[src/shared/i2c_ctl_consts.svh]
`ifndef I2C_CTL_CONSTS_SVH
`define I2C_CTL_CONSTS_SVH
// ----------------------------------------
// register offsets
// ----------------------------------------
`define OFS_CTRL 9'h000
`define OFS_TAR 9'h004
`define OFS_SAR 9'h008
`define OFS_DATA 9'h00c
`define OFS_HCNT 9'h010
`define OFS_LCNT 9'h014
`define OFS_HOLD 9'h018
`define OFS_STAT 9'h01c
`define OFS_CMD_RD 9'h020
`define OFS_SEL 9'h100
// ----------------------------------------
// field positions
// ----------------------------------------
`define CTRL_EN 0
`define CTRL_MST 1
`define CTRL_RSTA 2
`define CTRL_A10 3
`define ST_GCALL 10
`define ST_ARB 11
`define ST_NACK 12
`define ST_HS 13
// ----------------------------------------
// reset values and sizes
// ----------------------------------------
`define RST_CTRL 4'h0
`define RST_HCNT 16'h04e2
`define RST_LCNT 16'h04e2
`define RST_HOLD 16'h004b
`define FIFO_DEPTH 4'h8
// ----------------------------------------
// first byte patterns
// ----------------------------------------
`define A10_MARK 5'h1e
`define HS_MARK 5'h01
`define RSV_TOP 5'h1f
`define RSV_A 7'h08
`define RSV_B 7'h0c
`define RSV_C 7'h61
`endif

[src/shared/i2c_ctl_pkg.sv]
`default_nettype none
package i2c_ctl_pkg;
  // master sequencer states
  typedef enum logic [2:0] {
    M_IDLE = 3'h0, M_START = 3'h1, M_LOW = 3'h3,
    M_HIGH = 3'h2, M_STOP = 3'h6, M_RSTART = 3'h7
  } mst_t;
  // slave states
  typedef enum logic [2:0] {
    S_IDLE = 3'h0, S_ADDR = 3'h1, S_ADDR2 = 3'h3,
    S_RX = 3'h2, S_TX = 3'h6
  } slv_t;
  // kind of byte on the wire in master mode
  typedef enum logic [1:0] {
    K_ADDR1 = 2'h0, K_ADDR2 = 2'h1, K_WR = 2'h3, K_RD = 2'h2
  } kind_t;
endpackage : i2c_ctl_pkg
`default_nettype wire

[src/core/i2c_fifo_ctl.sv]
`timescale 1ns/10ps
`default_nettype none
`include "i2c_ctl_consts.svh"

module ctl_fifo #(parameter int W = 8) (
  // clock and reset
  input wire logic clk,
  input wire logic rst_n,
  // fill side
  input wire logic push,
  input wire logic [W-1:0] din,
  // drain side
  input wire logic pop,
  output logic [W-1:0] dout,
  output logic [3:0] level
);
  logic [W-1:0] mem_r [0:7];
  logic [2:0] wp_r;
  logic [2:0] rp_r;
  logic [3:0] cnt_r;
  wire do_push = push && (cnt_r != `FIFO_DEPTH);
  wire do_pop = pop && (cnt_r != 4'h0);
  assign dout = mem_r[rp_r];
  assign level = cnt_r;
  // storage, no reset needed
  always_ff @(posedge clk) begin
    if (do_push) mem_r[wp_r] <= din;
  end
  // pointers and level
  always_ff @(posedge clk) begin
    if (!rst_n) begin
      wp_r <= 3'h0;
      rp_r <= 3'h0;
      cnt_r <= 4'h0;
    end else begin
      wp_r <= wp_r + {2'h0, do_push};
      rp_r <= rp_r + {2'h0, do_pop};
      cnt_r <= cnt_r + {3'h0, do_push} - {3'h0, do_pop};
    end
  end
endmodule : ctl_fifo

module i2c_fifo_ctl (
  // clock and reset
  input wire logic CLK,
  input wire logic RST_N,
  // register port
  input wire logic [8:0] REG_ADDR,
  input wire logic [31:0] REG_WDATA,
  input wire logic REG_WR,
  input wire logic REG_RD,
  output logic [31:0] REG_RDATA,
  // bus clock pin
  input wire logic SCL_I,
  output logic SCL_O,
  output logic SCL_OE_N,
  // bus data pin
  input wire logic SDA_I,
  output logic SDA_O,
  output logic SDA_OE_N,
  // route to this controller
  output logic CTL_SELECT
);
  // ----------------------------------------
  // pin synchronisers and bus events
  // ----------------------------------------
  logic [1:0] scl_q_r;
  logic [1:0] sda_q_r;
  logic scl_d_r;
  logic sda_d_r;
  always_ff @(posedge CLK) begin
    if (!RST_N) begin
      scl_q_r <= 2'h3;
      sda_q_r <= 2'h3;
      scl_d_r <= 1'b1;
      sda_d_r <= 1'b1;
    end else begin
      scl_q_r <= {scl_q_r[0], SCL_I};
      sda_q_r <= {sda_q_r[0], SDA_I};
      scl_d_r <= scl_q_r[1];
      sda_d_r <= sda_q_r[1];
    end
  end
  wire scl_s = scl_q_r[1];
  wire sda_s = sda_q_r[1];
  wire scl_rise = scl_s && !scl_d_r;
  wire scl_fall = !scl_s && scl_d_r;
  wire start_det = scl_s && scl_d_r && sda_d_r && !sda_s;
  wire stop_det = scl_s && scl_d_r && !sda_d_r && sda_s;

  // ----------------------------------------
  // registers and decode
  // ----------------------------------------
  logic [3:0] ctrl_r;
  logic [9:0] tar_r;
  logic [9:0] sar_r;
  logic [15:0] hcnt_r;
  logic [15:0] lcnt_r;
  logic [15:0] hold_r;
  logic sel_r;
  logic busy_r;
  logic gcall_r, arb_r, nack_r, hs_r;
  logic [31:0] rdata_r;
  wire wr_ctrl = REG_WR && (REG_ADDR == `OFS_CTRL);
  wire wr_data = REG_WR && (REG_ADDR == `OFS_DATA);
  wire wr_cmdr = REG_WR && (REG_ADDR == `OFS_CMD_RD);
  wire wr_stat = REG_WR && (REG_ADDR == `OFS_STAT);
  wire rd_data = REG_RD && (REG_ADDR == `OFS_DATA);
  wire active = sel_r && ctrl_r[`CTRL_EN];
  wire m_on = active && ctrl_r[`CTRL_MST];
  wire s_on = active && !ctrl_r[`CTRL_MST];
  // status word and read selection
  logic [3:0] tx_lvl, rx_lvl;
  logic [8:0] tx_dout;
  logic [7:0] rx_dout;
  logic m_act;
  wire [31:0] stat_w = {18'h0, hs_r, nack_r, arb_r, gcall_r, m_act,
                        busy_r, rx_lvl, tx_lvl};
  wire [31:0] rd_mux =
    (REG_ADDR == `OFS_CTRL) ? {28'h0, ctrl_r} :
    (REG_ADDR == `OFS_TAR) ? {22'h0, tar_r} :
    (REG_ADDR == `OFS_SAR) ? {22'h0, sar_r} :
    (REG_ADDR == `OFS_DATA) ? {24'h0, rx_dout} :
    (REG_ADDR == `OFS_HCNT) ? {16'h0, hcnt_r} :
    (REG_ADDR == `OFS_LCNT) ? {16'h0, lcnt_r} :
    (REG_ADDR == `OFS_HOLD) ? {16'h0, hold_r} :
    (REG_ADDR == `OFS_STAT) ? stat_w :
    (REG_ADDR == `OFS_SEL) ? {31'h0, sel_r} : 32'h0;
  assign REG_RDATA = rdata_r;
  // software writable state; counts set the bus rate
  always_ff @(posedge CLK) begin
    if (!RST_N) begin
      ctrl_r <= `RST_CTRL;
      tar_r <= 10'h0;
      sar_r <= 10'h0;
      hcnt_r <= `RST_HCNT;
      lcnt_r <= `RST_LCNT;
      hold_r <= `RST_HOLD;
      sel_r <= 1'b0;
      rdata_r <= 32'h0;
    end else begin
      if (wr_ctrl) ctrl_r <= REG_WDATA[3:0];
      if (REG_WR && REG_ADDR == `OFS_TAR) tar_r <= REG_WDATA[9:0];
      if (REG_WR && REG_ADDR == `OFS_SAR) sar_r <= REG_WDATA[9:0];
      if (REG_WR && REG_ADDR == `OFS_HCNT) hcnt_r <= REG_WDATA[15:0];
      if (REG_WR && REG_ADDR == `OFS_LCNT) lcnt_r <= REG_WDATA[15:0];
      if (REG_WR && REG_ADDR == `OFS_HOLD) hold_r <= REG_WDATA[15:0];
      if (REG_WR && REG_ADDR == `OFS_SEL) sel_r <= REG_WDATA[0];
      rdata_r <= REG_RD ? rd_mux : 32'h0;
    end
  end

  // ----------------------------------------
  // fifos
  // ----------------------------------------
  logic m_pop, s_pop, m_push, s_push;
  logic [7:0] m_sh_r, s_sh_r;
  wire tx_empty = (tx_lvl == 4'h0);
  wire rx_full = (rx_lvl == `FIFO_DEPTH);
  wire tx_push = wr_data || wr_cmdr;
  wire tx_pop = m_pop || s_pop;
  // entries carry a read tag beside the 8-bit byte
  ctl_fifo #(.W(9)) u_tx (
    .clk(CLK), .rst_n(RST_N), .push(tx_push),
    .din({wr_cmdr, wr_cmdr ? 8'h00 : REG_WDATA[7:0]}),
    .pop(tx_pop), .dout(tx_dout), .level(tx_lvl));
  ctl_fifo #(.W(8)) u_rx (
    .clk(CLK), .rst_n(RST_N), .push(m_push || s_push),
    .din(m_push ? m_sh_r : s_sh_r),
    .pop(rd_data), .dout(rx_dout), .level(rx_lvl));

  // ----------------------------------------
  // master sequencer
  // ----------------------------------------
  i2c_ctl_pkg::mst_t mst_r;
  i2c_ctl_pkg::kind_t kind_r;
  logic m_dir_r, m_scl_low_r, m_sda_low_r;
  logic [3:0] m_bit_r;
  logic [15:0] cnt_r;
  wire is_rd = (kind_r == i2c_ctl_pkg::K_RD);
  wire last_rd = tx_empty || !tx_dout[8];
  wire bit_low = (m_bit_r == 4'h8) ? (is_rd && !last_rd)
                                   : (!is_rd && !m_sh_r[7]);
  wire [7:0] addr_byte = ctrl_r[`CTRL_A10]
    ? {`A10_MARK, tar_r[9:8], tx_dout[8]} : {tar_r[6:0], tx_dout[8]};
  wire m_samp = (mst_r == i2c_ctl_pkg::M_HIGH) && scl_s && (cnt_r == hcnt_r);
  wire m_arb = m_samp && (m_bit_r != 4'h8) && !is_rd && m_sh_r[7] && !sda_s;
  wire m_nack = m_samp && (m_bit_r == 4'h8) && !is_rd && sda_s;
  wire m_done = m_samp && (m_bit_r == 4'h8) && !m_nack;
  wire m_a2 = (kind_r == i2c_ctl_pkg::K_ADDR1) && ctrl_r[`CTRL_A10];
  wire m_turn = !tx_empty && (tx_dout[8] != m_dir_r);
  wire m_next = m_done && !m_a2 && !tx_empty && !m_turn;
  wire m_wait = (mst_r == i2c_ctl_pkg::M_STOP) ||
                (mst_r == i2c_ctl_pkg::M_RSTART);
  assign m_pop = m_next;
  assign m_push = m_done && is_rd && !rx_full;
  assign m_act = (mst_r != i2c_ctl_pkg::M_IDLE);
  // one bit is hold, low count, then high count with stretch wait
  always_ff @(posedge CLK) begin
    if (!RST_N || !m_on) begin
      mst_r <= i2c_ctl_pkg::M_IDLE;
      kind_r <= i2c_ctl_pkg::K_ADDR1;
      {m_dir_r, m_scl_low_r, m_sda_low_r} <= 3'h0;
      m_bit_r <= 4'h0;
      m_sh_r <= 8'h00;
      cnt_r <= 16'h0;
    end else begin
      cnt_r <= (!scl_s && !m_scl_low_r) ? 16'h0 : cnt_r + 16'h1;
      case (mst_r)
        i2c_ctl_pkg::M_IDLE: begin
          cnt_r <= 16'h0;
          if (!tx_empty && !busy_r) begin
            m_dir_r <= tx_dout[8];
            m_sh_r <= addr_byte;
            kind_r <= i2c_ctl_pkg::K_ADDR1;
            m_sda_low_r <= 1'b1;
            mst_r <= i2c_ctl_pkg::M_START;
          end
        end
        i2c_ctl_pkg::M_START: begin
          if (cnt_r == hcnt_r) begin
            m_scl_low_r <= 1'b1;
            cnt_r <= 16'h0;
            m_bit_r <= 4'h0;
            mst_r <= i2c_ctl_pkg::M_LOW;
          end
        end
        i2c_ctl_pkg::M_LOW: begin
          if (cnt_r == hold_r) m_sda_low_r <= bit_low;
          if (cnt_r == lcnt_r) begin
            m_scl_low_r <= 1'b0;
            cnt_r <= 16'h0;
            mst_r <= i2c_ctl_pkg::M_HIGH;
          end
        end
        i2c_ctl_pkg::M_HIGH: begin
          if (m_arb) begin
            {m_scl_low_r, m_sda_low_r} <= 2'h0;
            mst_r <= i2c_ctl_pkg::M_IDLE;
          end else if (m_samp) begin
            m_scl_low_r <= 1'b1;
            cnt_r <= 16'h0;
            m_bit_r <= m_bit_r + 4'h1;
            mst_r <= i2c_ctl_pkg::M_LOW;
            if (m_bit_r != 4'h8) begin
              m_sh_r <= {m_sh_r[6:0], sda_s};
            end else if (m_done && m_a2) begin
              m_sh_r <= tar_r[7:0];
              kind_r <= i2c_ctl_pkg::K_ADDR2;
              m_bit_r <= 4'h0;
            end else if (m_next) begin
              m_sh_r <= tx_dout[7:0];
              kind_r <= tx_dout[8] ? i2c_ctl_pkg::K_RD : i2c_ctl_pkg::K_WR;
              m_bit_r <= 4'h0;
            end else begin
              m_bit_r <= 4'h0;
              mst_r <= (m_done && m_turn && ctrl_r[`CTRL_RSTA])
                ? i2c_ctl_pkg::M_RSTART : i2c_ctl_pkg::M_STOP;
            end
          end
        end
        default: begin
          // stop or restart: low phase, then high phase
          if (m_bit_r == 4'h0) begin
            if (cnt_r == hold_r) m_sda_low_r <= !m_sh_r[0] ||
              (mst_r == i2c_ctl_pkg::M_STOP);
            if (cnt_r == hold_r && mst_r == i2c_ctl_pkg::M_RSTART)
              m_sda_low_r <= 1'b0;
            if (cnt_r == lcnt_r) begin
              m_scl_low_r <= 1'b0;
              cnt_r <= 16'h0;
              m_bit_r <= 4'h1;
            end
          end else if (scl_s && cnt_r == hcnt_r) begin
            cnt_r <= 16'h0;
            if (mst_r == i2c_ctl_pkg::M_STOP) begin
              m_sda_low_r <= 1'b0;
              mst_r <= i2c_ctl_pkg::M_IDLE;
            end else begin
              m_sda_low_r <= 1'b1;
              m_dir_r <= tx_dout[8];
              m_sh_r <= addr_byte;
              kind_r <= i2c_ctl_pkg::K_ADDR1;
              mst_r <= i2c_ctl_pkg::M_START;
            end
          end
          if (!m_wait) mst_r <= i2c_ctl_pkg::M_IDLE;
        end
      endcase
    end
  end

  // ----------------------------------------
  // slave engine, driven on falling clock
  // ----------------------------------------
  i2c_ctl_pkg::slv_t sst_r;
  logic s_low_r, s_mack_r, s_ten_r;
  logic [3:0] s_bit_r;
  wire s_go = s_on && !stop_det && !start_det;
  wire s_fall = s_go && scl_fall && (sst_r != i2c_ctl_pkg::S_IDLE);
  wire s_adec = s_fall && (sst_r == i2c_ctl_pkg::S_ADDR) && (s_bit_r == 4'h8);
  wire gcall_hit = (s_sh_r == 8'h00);
  wire hs_hit = (s_sh_r[7:3] == `HS_MARK);
  wire rsv_hit = ((s_sh_r[7:4] == 4'h0) && !gcall_hit) ||
    (s_sh_r[7:3] == `RSV_TOP) || (s_sh_r[7:1] == `RSV_A) ||
    (s_sh_r[7:1] == `RSV_B) || (s_sh_r[7:1] == `RSV_C);
  wire m7_hit = !ctrl_r[`CTRL_A10] && (s_sh_r[7:1] == sar_r[6:0]);
  wire m10_hit = ctrl_r[`CTRL_A10] && (s_sh_r[7:3] == `A10_MARK) &&
                 (s_sh_r[2:1] == sar_r[9:8]);
  assign s_push = s_fall && (sst_r == i2c_ctl_pkg::S_RX) &&
                  (s_bit_r == 4'h8) && !rx_full;
  assign s_pop = s_fall && (sst_r == i2c_ctl_pkg::S_TX) &&
                 (s_bit_r == 4'h9) && s_mack_r;
  always_ff @(posedge CLK) begin
    if (!RST_N || !s_on || stop_det) begin
      sst_r <= i2c_ctl_pkg::S_IDLE;
      {s_low_r, s_mack_r, s_ten_r} <= 3'h0;
      s_bit_r <= 4'h0;
      s_sh_r <= 8'h00;
    end else if (start_det) begin
      sst_r <= i2c_ctl_pkg::S_ADDR;
      s_low_r <= 1'b0;
      s_bit_r <= 4'h0;
    end else if (scl_rise && sst_r != i2c_ctl_pkg::S_IDLE) begin
      if (s_bit_r != 4'h8) s_sh_r <= {s_sh_r[6:0], sda_s};
      if (s_bit_r == 4'h8) s_mack_r <= !sda_s;
      s_bit_r <= s_bit_r + 4'h1;
    end else if (s_fall) begin
      s_low_r <= 1'b0;
      if (s_bit_r == 4'h9) begin
        s_bit_r <= 4'h0;
        if (sst_r == i2c_ctl_pkg::S_TX && s_mack_r) begin
          s_sh_r <= tx_empty ? 8'hff : tx_dout[7:0];
          s_low_r <= !tx_empty && !tx_dout[7];
        end else if (sst_r == i2c_ctl_pkg::S_TX) begin
          sst_r <= i2c_ctl_pkg::S_IDLE;
        end
      end else if (s_bit_r != 4'h8) begin
        s_low_r <= (sst_r == i2c_ctl_pkg::S_TX) && !s_sh_r[7];
      end else begin
        case (sst_r)
          i2c_ctl_pkg::S_ADDR: begin
            sst_r <= i2c_ctl_pkg::S_IDLE;
            if (rsv_hit) s_low_r <= 1'b0;
            else if (gcall_hit) begin
              s_low_r <= !rx_full;
              sst_r <= i2c_ctl_pkg::S_RX;
            end else if (m7_hit) begin
              s_low_r <= 1'b1;
              sst_r <= s_sh_r[0] ? i2c_ctl_pkg::S_TX : i2c_ctl_pkg::S_RX;
            end else if (m10_hit && !s_sh_r[0]) begin
              s_low_r <= 1'b1;
              sst_r <= i2c_ctl_pkg::S_ADDR2;
            end else if (m10_hit && s_ten_r) begin
              s_low_r <= 1'b1;
              sst_r <= i2c_ctl_pkg::S_TX;
            end
          end
          i2c_ctl_pkg::S_ADDR2: begin
            s_low_r <= (s_sh_r == sar_r[7:0]);
            s_ten_r <= (s_sh_r == sar_r[7:0]);
            sst_r <= (s_sh_r == sar_r[7:0]) ? i2c_ctl_pkg::S_RX
                                            : i2c_ctl_pkg::S_IDLE;
          end
          i2c_ctl_pkg::S_RX: s_low_r <= !rx_full;
          default: s_low_r <= 1'b0;
        endcase
      end
    end
  end

  // ----------------------------------------
  // bus state, flags and pins
  // ----------------------------------------
  always_ff @(posedge CLK) begin
    if (!RST_N) begin
      busy_r <= 1'b0;
      {gcall_r, arb_r, nack_r, hs_r} <= 4'h0;
    end else begin
      busy_r <= start_det || (busy_r && !stop_det);
      gcall_r <= (s_adec && gcall_hit && !rsv_hit) ||
                 (gcall_r && !(wr_stat && REG_WDATA[`ST_GCALL]));
      arb_r <= m_arb || (arb_r && !(wr_stat && REG_WDATA[`ST_ARB]));
      nack_r <= m_nack || (nack_r && !(wr_stat && REG_WDATA[`ST_NACK]));
      hs_r <= (s_adec && hs_hit) ||
              (hs_r && !(wr_stat && REG_WDATA[`ST_HS]));
    end
  end
  assign SCL_O = 1'b0;
  assign SDA_O = 1'b0;
  assign SCL_OE_N = !m_scl_low_r;
  assign SDA_OE_N = !(m_sda_low_r || s_low_r);
  assign CTL_SELECT = sel_r;

  // ----------------------------------------
  // assertions
  // ----------------------------------------
  a_master_start: assert property (@(posedge CLK) disable iff (!RST_N)
    ($rose(m_sda_low_r) && !m_scl_low_r) |-> mst_r == i2c_ctl_pkg::M_START)
    else $error("data fell outside a start");
  a_master_stop: assert property (@(posedge CLK) disable iff (!RST_N)
    ($fell(m_sda_low_r) && !m_scl_low_r && $past(!m_scl_low_r) && m_on)
    |-> mst_r == i2c_ctl_pkg::M_IDLE) else $error("data rose outside a stop");
  a_slave_stable: assert property (@(posedge CLK) disable iff (!RST_N)
    $changed(s_low_r) |-> $past(scl_fall || stop_det || start_det || !s_on))
    else $error("slave data changed with clock high");
  a_addr_byte: assert property (@(posedge CLK) disable iff (!RST_N)
    $rose(mst_r == i2c_ctl_pkg::M_START) |-> (m_sh_r[0] == m_dir_r) &&
    (!ctrl_r[`CTRL_A10] || m_sh_r[7:3] == `A10_MARK))
    else $error("address byte malformed");
  a_gcall_flag: assert property (@(posedge CLK) disable iff (!RST_N)
    (s_adec && gcall_hit) |=> gcall_r && sst_r == i2c_ctl_pkg::S_RX)
    else $error("broadcast call not taken");
  a_rsv_ignore: assert property (@(posedge CLK) disable iff (!RST_N)
    (s_adec && rsv_hit) |=> ##1 !s_low_r && sst_r == i2c_ctl_pkg::S_IDLE)
    else $error("reserved address answered");
  a_fifo_cap: assert property (@(posedge CLK) disable iff (!RST_N)
    (tx_lvl == `FIFO_DEPTH && !tx_pop) |=> tx_lvl == `FIFO_DEPTH)
    else $error("transmit fifo passed eight entries");
  a_hold_time: assert property (@(posedge CLK) disable iff (!RST_N)
    ($changed(m_sda_low_r) && mst_r == i2c_ctl_pkg::M_LOW)
    |-> $past(cnt_r) == hold_r) else $error("data hold not kept");
  a_stop_empty: assert property (@(posedge CLK) disable iff (!RST_N)
    (m_done && !m_a2 && tx_empty) |=> mst_r == i2c_ctl_pkg::M_STOP)
    else $error("no stop on empty fifo");
  a_read_nack: assert property (@(posedge CLK) disable iff (!RST_N)
    (mst_r == i2c_ctl_pkg::M_HIGH && is_rd && m_bit_r == 4'h8 && tx_empty)
    |-> !m_sda_low_r) else $error("last read byte acknowledged");
  a_arb_release: assert property (@(posedge CLK) disable iff (!RST_N)
    m_arb |=> !m_scl_low_r && !m_sda_low_r && arb_r)
    else $error("bus held after lost arbitration");
  a_sel_route: assert property (@(posedge CLK) disable iff (!RST_N)
    !sel_r |=> SCL_OE_N && SDA_OE_N) else $error("bus driven while routed away");
endmodule : i2c_fifo_ctl
`default_nettype wire

[config.mk]
export PLATFORM = sky130hd
export DESIGN_NAME = i2c_fifo_ctl
export DESIGN_NICKNAME = d
export VERILOG_FILES = /design/src/shared/i2c_ctl_pkg.sv /design/src/core/i2c_fifo_ctl.sv
export VERILOG_INCLUDE_DIRS = /design/src /design/src/shared
export SDC_FILE = /design/constraint.sdc
export NUM_CORES = 1
export LEC_CHECK = 0
export BUFFER_PORTS_ARGS = -buffer_cell sky130_fd_sc_hd__buf_2
export CAP_MARGIN = 20
export CELL_PAD_IN_SITES_DETAIL_PLACEMENT = 0
export CELL_PAD_IN_SITES_GLOBAL_PLACEMENT = 1
export CORE_ASPECT_RATIO = 1.25
export CORE_MARGIN = 2
export CORE_UTILIZATION = 49
export DETAILED_ROUTE_END_ITERATION = 8
export PLACE_DENSITY = 0.82
export SETUP_SLACK_MARGIN = 0.05
export SLEW_MARGIN = 20
export SYNTH_ARGS = -nofsm -noshare
export SYNTH_HDL_FRONTEND = slang
export SYNTH_SLANG_ARGS = --single-unit
[constraint.sdc]
create_clock -name CLK -period 3.65 [get_ports CLK]
set_input_delay 0.365 -clock CLK [delete_from_list [all_inputs] [get_ports CLK]]
set_output_delay 0.365 -clock CLK [all_outputs]
set_load 0.02 [all_outputs]
---- After elaboration in Yosys (flattened, before gate mapping) ----
Memories as Yosys holds them, arrays and structs flattened. A register that Yosys moved wholly into a read port is not among the register bits.
Index checks and enable logic that the tools add are counted.
operators by class
  reduce and logical (&&, ||, !) cells .... 182
  bitwise gates (word level) .............. 11
  add/sub/neg operators ................... 11
  eq/ne operators ......................... 66
  muxes and demuxes ....................... 122
operators by type and width
  operator                                                                count
  16-bit 2-to-1 mux                                                       10
  8-bit 2-to-1 mux                                                        18
  1-bit logical AND                                                       85
  3-bit 2-to-1 mux                                                        23
  16-bit one-hot mux with 4 select lines                                  1
  16-bit equality test                                                    3
  4-bit 2-to-1 mux                                                        10
  1-bit 2-to-1 mux                                                        37
  9-bit by 5-bit equality test with 1-bit output (second input constant)  4
  6-bit AND reduction                                                     6
  1-bit logical NOT                                                       33
  10-bit 2-to-1 mux                                                       3
  2-bit inequality test (second input constant)                           12
  8-bit one-hot mux with 3 select lines                                   1
  2-bit 2-to-1 mux                                                        10
  1-bit logical OR                                                        19
  9-bit by 4-bit equality test with 1-bit output (second input constant)  2
  3-bit nonzero test                                                      6
  16-bit by 1-bit adder with 16-bit output (second input constant)        1
  4-bit equality test (second input constant)                             4
  4-bit inequality test (second input constant)                           4
  4-bit nonzero test                                                      4
  7-bit by 4-bit equality test with 1-bit output (second input constant)  2
  14-bit 2-to-1 mux                                                       1
  50 further kinds                                                        93
word-level totals
  word-level logic and storage cells ...... 435
  register bits after elaboration ......... 190
  output and inout bits ................... 37
  input bits .............................. 47
  memory bits (writable) .................. 136
  memories ................................ 2
memory list
  name        depth  width  rd ports  clocked after memory_dff  write ports  line                RTL
  u_tx.mem_r  8      9      1         1                         1            i2c_fifo_ctl.sv:17  logic [W-1:0] mem_r [0:7];
  u_rx.mem_r  8      8      1         1                         1            i2c_fifo_ctl.sv:17

---- Longest topological paths before layout ----
  depth in word-level cells ............... 17
  gate-level depth with buffers ........... 14
  mapped depth without buffers ............ 14

---- Cells and area by module ----
A second synthesis with hierarchy kept.
second synthesis, totals
  cells, all modules ...................... 1,448
  area, all modules ....................... 15,458.6 sq um
by module, submodules not included
  module           instances  cells each  seq. area each (sq um)  area each (sq um)
  i2c_fifo_ctl     1          1,125       3,083.0                 9,053.7
  ctl_fifo (u_tx)  1          167         2,362.3                 3,357.0
  ctl_fifo (u_rx)  1          156         2,122.0                 3,047.9

---- Least setup slack after synthesis ----
No wires, ideal clock.
  path kind ............................... input -> register
  start ................................... in REG_ADDR[8]
  end ..................................... mem u_tx.mem_r[0][0], enable pin
  slack ................................... 0.508 ns
  setup time .............................. 0.389 ns
  path buffers ............................ 2
  arrival ................................. 2.754 ns
  cell stages on the path ................. 9
  data required time ...................... 3.261 ns
  path through ............................ nor3_1 buf_2 and2_1 and4_1 clkbuf_1 a31oi_1 a21oi_1 nor2b_1 nor3b_1
on the way
  longest elaborated chain between the ends .. 6
  elaborated cells between the ends (all ways) .. 8
  those cells by class .................... eq/ne: 2; mux: 2; reduce/logical: 4
RTL lines
  element                                                          line                 RTL
  start: declaration                                               i2c_fifo_ctl.sv:48   input wire logic [8:0] REG_ADDR,
  9-bit by 6-bit equality test with 1-bit output (no source line)  n/a
  1-bit logical AND                                                i2c_fifo_ctl.sv:106  wire wr_cmdr = REG_WR && (REG_ADDR == `OFS_CMD_RD);
  via u_tx.din[8]                                                  i2c_fifo_ctl.sv:11   input wire logic [W-1:0] din,
  1-bit logical OR                                                 i2c_fifo_ctl.sv:160  wire tx_push = wr_data || wr_cmdr;
  1-bit logical AND                                                i2c_fifo_ctl.sv:21   wire do_push = push && (cnt_r != `FIFO_DEPTH);
  1-bit 2-to-1 mux                                                 i2c_fifo_ctl.sv:27   if (do_push) mem_r[wp_r] <= din;
  1-bit 2-to-1 mux (not written as such)                           i2c_fifo_ctl.sv:27
  end: declaration                                                 i2c_fifo_ctl.sv:17
The timed path passes the listed nets, and every way through them passes these cells.

==> impl_metrics.ini <==
[route]
via_count = 11120
wire_per_inst_um = 21.49
wirelength_um = 41240
dr.pass1.iters = 5
antenna_left = 0
drc = 0
viasPerCell = 5.795
first_iter_violations = 854

[run_status]
status = complete, no violations

[power_and_ir_drop]
p_leak_nw = 6.118
p_sw_share_pct = 21.27
power.share.clock_pct = 47.4
p_seq_share_pct = 50.5
ir_worst_vdd_mv = 0.3824
switchingPower_mw = 1.521
pwr_density_cell_mw_per_mm2 = 424.4
internal_power_mw = 5.631
p_comb_share_pct = 2.2

[die]
die_w_um = 160.7
core_area_mm2 = 0.03012
ios = 84
die-area_mm2 = 0.03211
rows = 71
die_h_um = 199.8
initial_utilization_pct = 49.92

[yosys]
async_reset_ff_share_pct = 0
synth_edf_count = 136
ys_seq_elements = 310
synth-simple-area-share_pct = 17.87
synth_compound_area_share_pct = 10.94
synth_top_area_share_pct = 27.17
synth_top_family_by_area = simple AND/OR/NAND/NOR gates
synth_warnings = 0
synthAdderAreaFrac_pct = 2.430
synth_area_mm2 = 0.01503
yosysUniqueCellTypes = 70
ys_seq_area_share_pct = 50.34
synth_top_area_cell = edfxtp_1
synthTopCellsByArea = edfxtp_1, dfxtp_1, nand2_1, mux4_2, a21boi_0
synthMuxAreaShare_pct = 8.398
synth_flop_cell = dfxtp_1
syn_avg_cell_area_um2 = 10.43
synth_cells = 1442
synth-xor-area-share_pct = 5.443

[placed_design]
placed_area_mm2 = 0.01574
dp_hpwl_um = 29680
io_buffers = 49
gp_congestion = 0.9063

[cells_and_area]
postLayoutCellArea_mm2 = 0.01685
area_growth_pct = 12.12
final_common_cell = nand2_1
mostFrequentLayoutCells = nand2_1, dfxtp_1, edfxtp_1, nor2_1, nand3_1
nets = 1566
fill_cells = 2594
drive_gt1_share_pct = 15.30

[setup_path]
critPathRequiredTime_ns = 4.13
startpoint = u_tx.rp_r[1]$_SDFF_PN0_
worstPathCellList = mux4_2 -> mux2i_4 -> xor2_1 -> and2_1 -> nand3_1 -> o21ai_2 -> ha_1 -> inv_1 -> ha_1 -> inv_1 -> fa_1 -> xnor2_1 -> and2_1
critPathLaunchType = flop
arrival_ns = 3.78
worst_path_max_delay_cell = mux4_2
worstPathMaxFanout = 4
worstSetupEndpointType = flop
cpPeakStageDelay_ns = 0.55
timing.rr.start = u_tx.rp_r[1]$_SDFF_PN0_
critPathKind = reg2reg

[timing]
finClkSkew_ns = 0.01146
final-hold-violation-count = 0
tns_ns = 0
final-max-slew-violation-count = 0
period_minus_slack_ns = 3.301
tightest_slew_ns = 0.9771
fmax_mhz = 302.9
rsz0062_at_grt = no
slew_headroom_pct = 34.86
final-setup-viol-count = 0
fin_crit_sh_pct = 90.44

[run]
max_cap_viol_count = 0

[clock_network]
cts_buffers = 31
cts_sinks = 310
path_clk_slew_ns = 0.07
cts_tree = built
clkLatencyLatePin_ns = 0.59
root_buffer = clkbuf_16
clockBufferDepth = 3
h-tree-depth = 1

[global_routing]
overflow = 0
first_global_vias = 10903
grt_usage_pct = 25.99
grt_max_degree = 105
grt_antenna_before_repair = 0
grt_pass1_wl_um = 63650

[hold_path]
hp-class = in2reg
hold_start = RST_N
-- cell usage after synthesis, drive strengths merged, types with 5 or more instances --
cell type / count
nand2: 216
dfxtp: 174
edfxtp: 136
nor2: 82
clkbuf: 69
nand3: 65
a21boi: 61
xnor2: 51
a21oi: 47
buf: 46
o21ai: 40
xor2: 39
mux4: 34
mux2i: 33
and2: 31
inv: 28
ha: 26
nor2b: 22
nand4: 21
nor3: 21
a211oi: 19
and3: 15
nand2b: 15
nor4: 14
a31oi: 13
mux2: 11
nor3b: 9
o211ai: 9
a22oi: 8
or2: 8
a221o: 7
o22ai: 7
nand3b: 6
and3b: 5
o221ai: 5
-- path summary, 6_finish.rpt --
kind                              endpoint  slack, ns  cells after the start
setup reg to reg  u_tx.level[2]$_SDFF_PN0_       0.35                     13
hold / removal       scl_q_r[1]$_SDFF_PN1_       0.03                      2
hold reg to reg      scl_q_r[1]$_SDFF_PN1_       0.41                      1
setup / recovery  u_tx.level[2]$_SDFF_PN0_       0.35                     13
-- power groups by stage --
stage          clock (mW)  sequential, mW  combinational [mW]
2_1_floorplan           0            3.69               0.100
3_3_place_gp            0            3.69               0.149
3_5_place_dp            0            3.69               0.151
4_1_cts              3.45            3.61               0.153
5_1_grt              3.58            3.61               0.165
6_report             3.39            3.61               0.154
-- cell families (layout without fill, tap and decap cells) --
logic type,Yosys count,count (layout)
multiplexers,78,78
other,1,20
AO/OA/AOI/OAI,243,243
buffers and inverters,143,200
XOR/XNOR,90,90
AND/OR/NAND/NOR,549,549
flip-flops,310,310
adder cells (fa/ha/maj),28,28
-- layer usage --
metal,track usage [%],share of wire [%],vias up,routed length (um)
met4,11.85,4.4,0,1795
li1,-,-,5217,-
met2,46.01,50,360,20530
met5,0,0,-,0
met1,31.49,40,5433,16640
met3,3.967,5.5,110,2285
-- critical path, delay by kind of cell, from the launching register on --
family	cells	cell delay, ns
adders and majority gates	3	0.85
muxes	2	0.82
and+or+nand+nor	3	0.44
DFF	1	0.41
xor gates and xnor gates	2	0.38
AOI/OAI and AO/OA	1	0.18
buffers and inverters	2	0.12
-- registers in the layout, summed over array words and instances, names as in the netlist, 4 cells and up --
| register | cells |
|---|---|
| m_sh_r | 8 |
| tar_r | 10 |
| sar_r | 10 |
| hold_r | 16 |
| s_sh_r | 8 |
| hcnt_r | 16 |
| m_bit_r | 4 |
| s_bit_r | 4 |
| u_tx.level | 4 |
| cnt_r | 16 |
| u_rx.level | 4 |
| lcnt_r | 16 |
| REG_RDATA | 16 |
| u_tx.mem_r | 72 |
| u_rx.mem_r | 64 |
| ctrl_r | 4 |
-- through the flow --
step	cells	util, %	setup slack, ns	hold WS (ns)	power [mW]
floorplan	1459	-	0.5076	0.3863	3.786
global placement	1857	52.27	0.2046	0.3995	3.837
detailed placement	1857	52.27	0.1349	0.3979	3.838
CTS	1917	55.94	0.1254	0.009497	7.212
global route	1917	55.95	0.1838	0.006135	7.352
finish	1919	55.97	0.3491	0.03359	7.153
-- final cells by class --
type / count / area (um^2) / share of cell area, %
sequential: 310 / 7567 / 44.90
inverter: 28 / 105.1 / 0.6236
tap: 401 / 501.7 / 2.977
multi-input combinational: 1006 / 6853 / 40.66
clock inverter: 20 / 252.7 / 1.500
timing repair buffer: 114 / 738.2 / 4.380
clock buffer: 38 / 832.0 / 4.937
antenna: 2 / 5.005 / 0.02969
-- repair_timing --
item,CTS,global route
resized for setup,0,2
setup endpoints to repair,0,1
setup buffers,0,0
endpoints found under the hold margin,2,0
hold buffers,2,0
(Power assumes the default switching activity.)
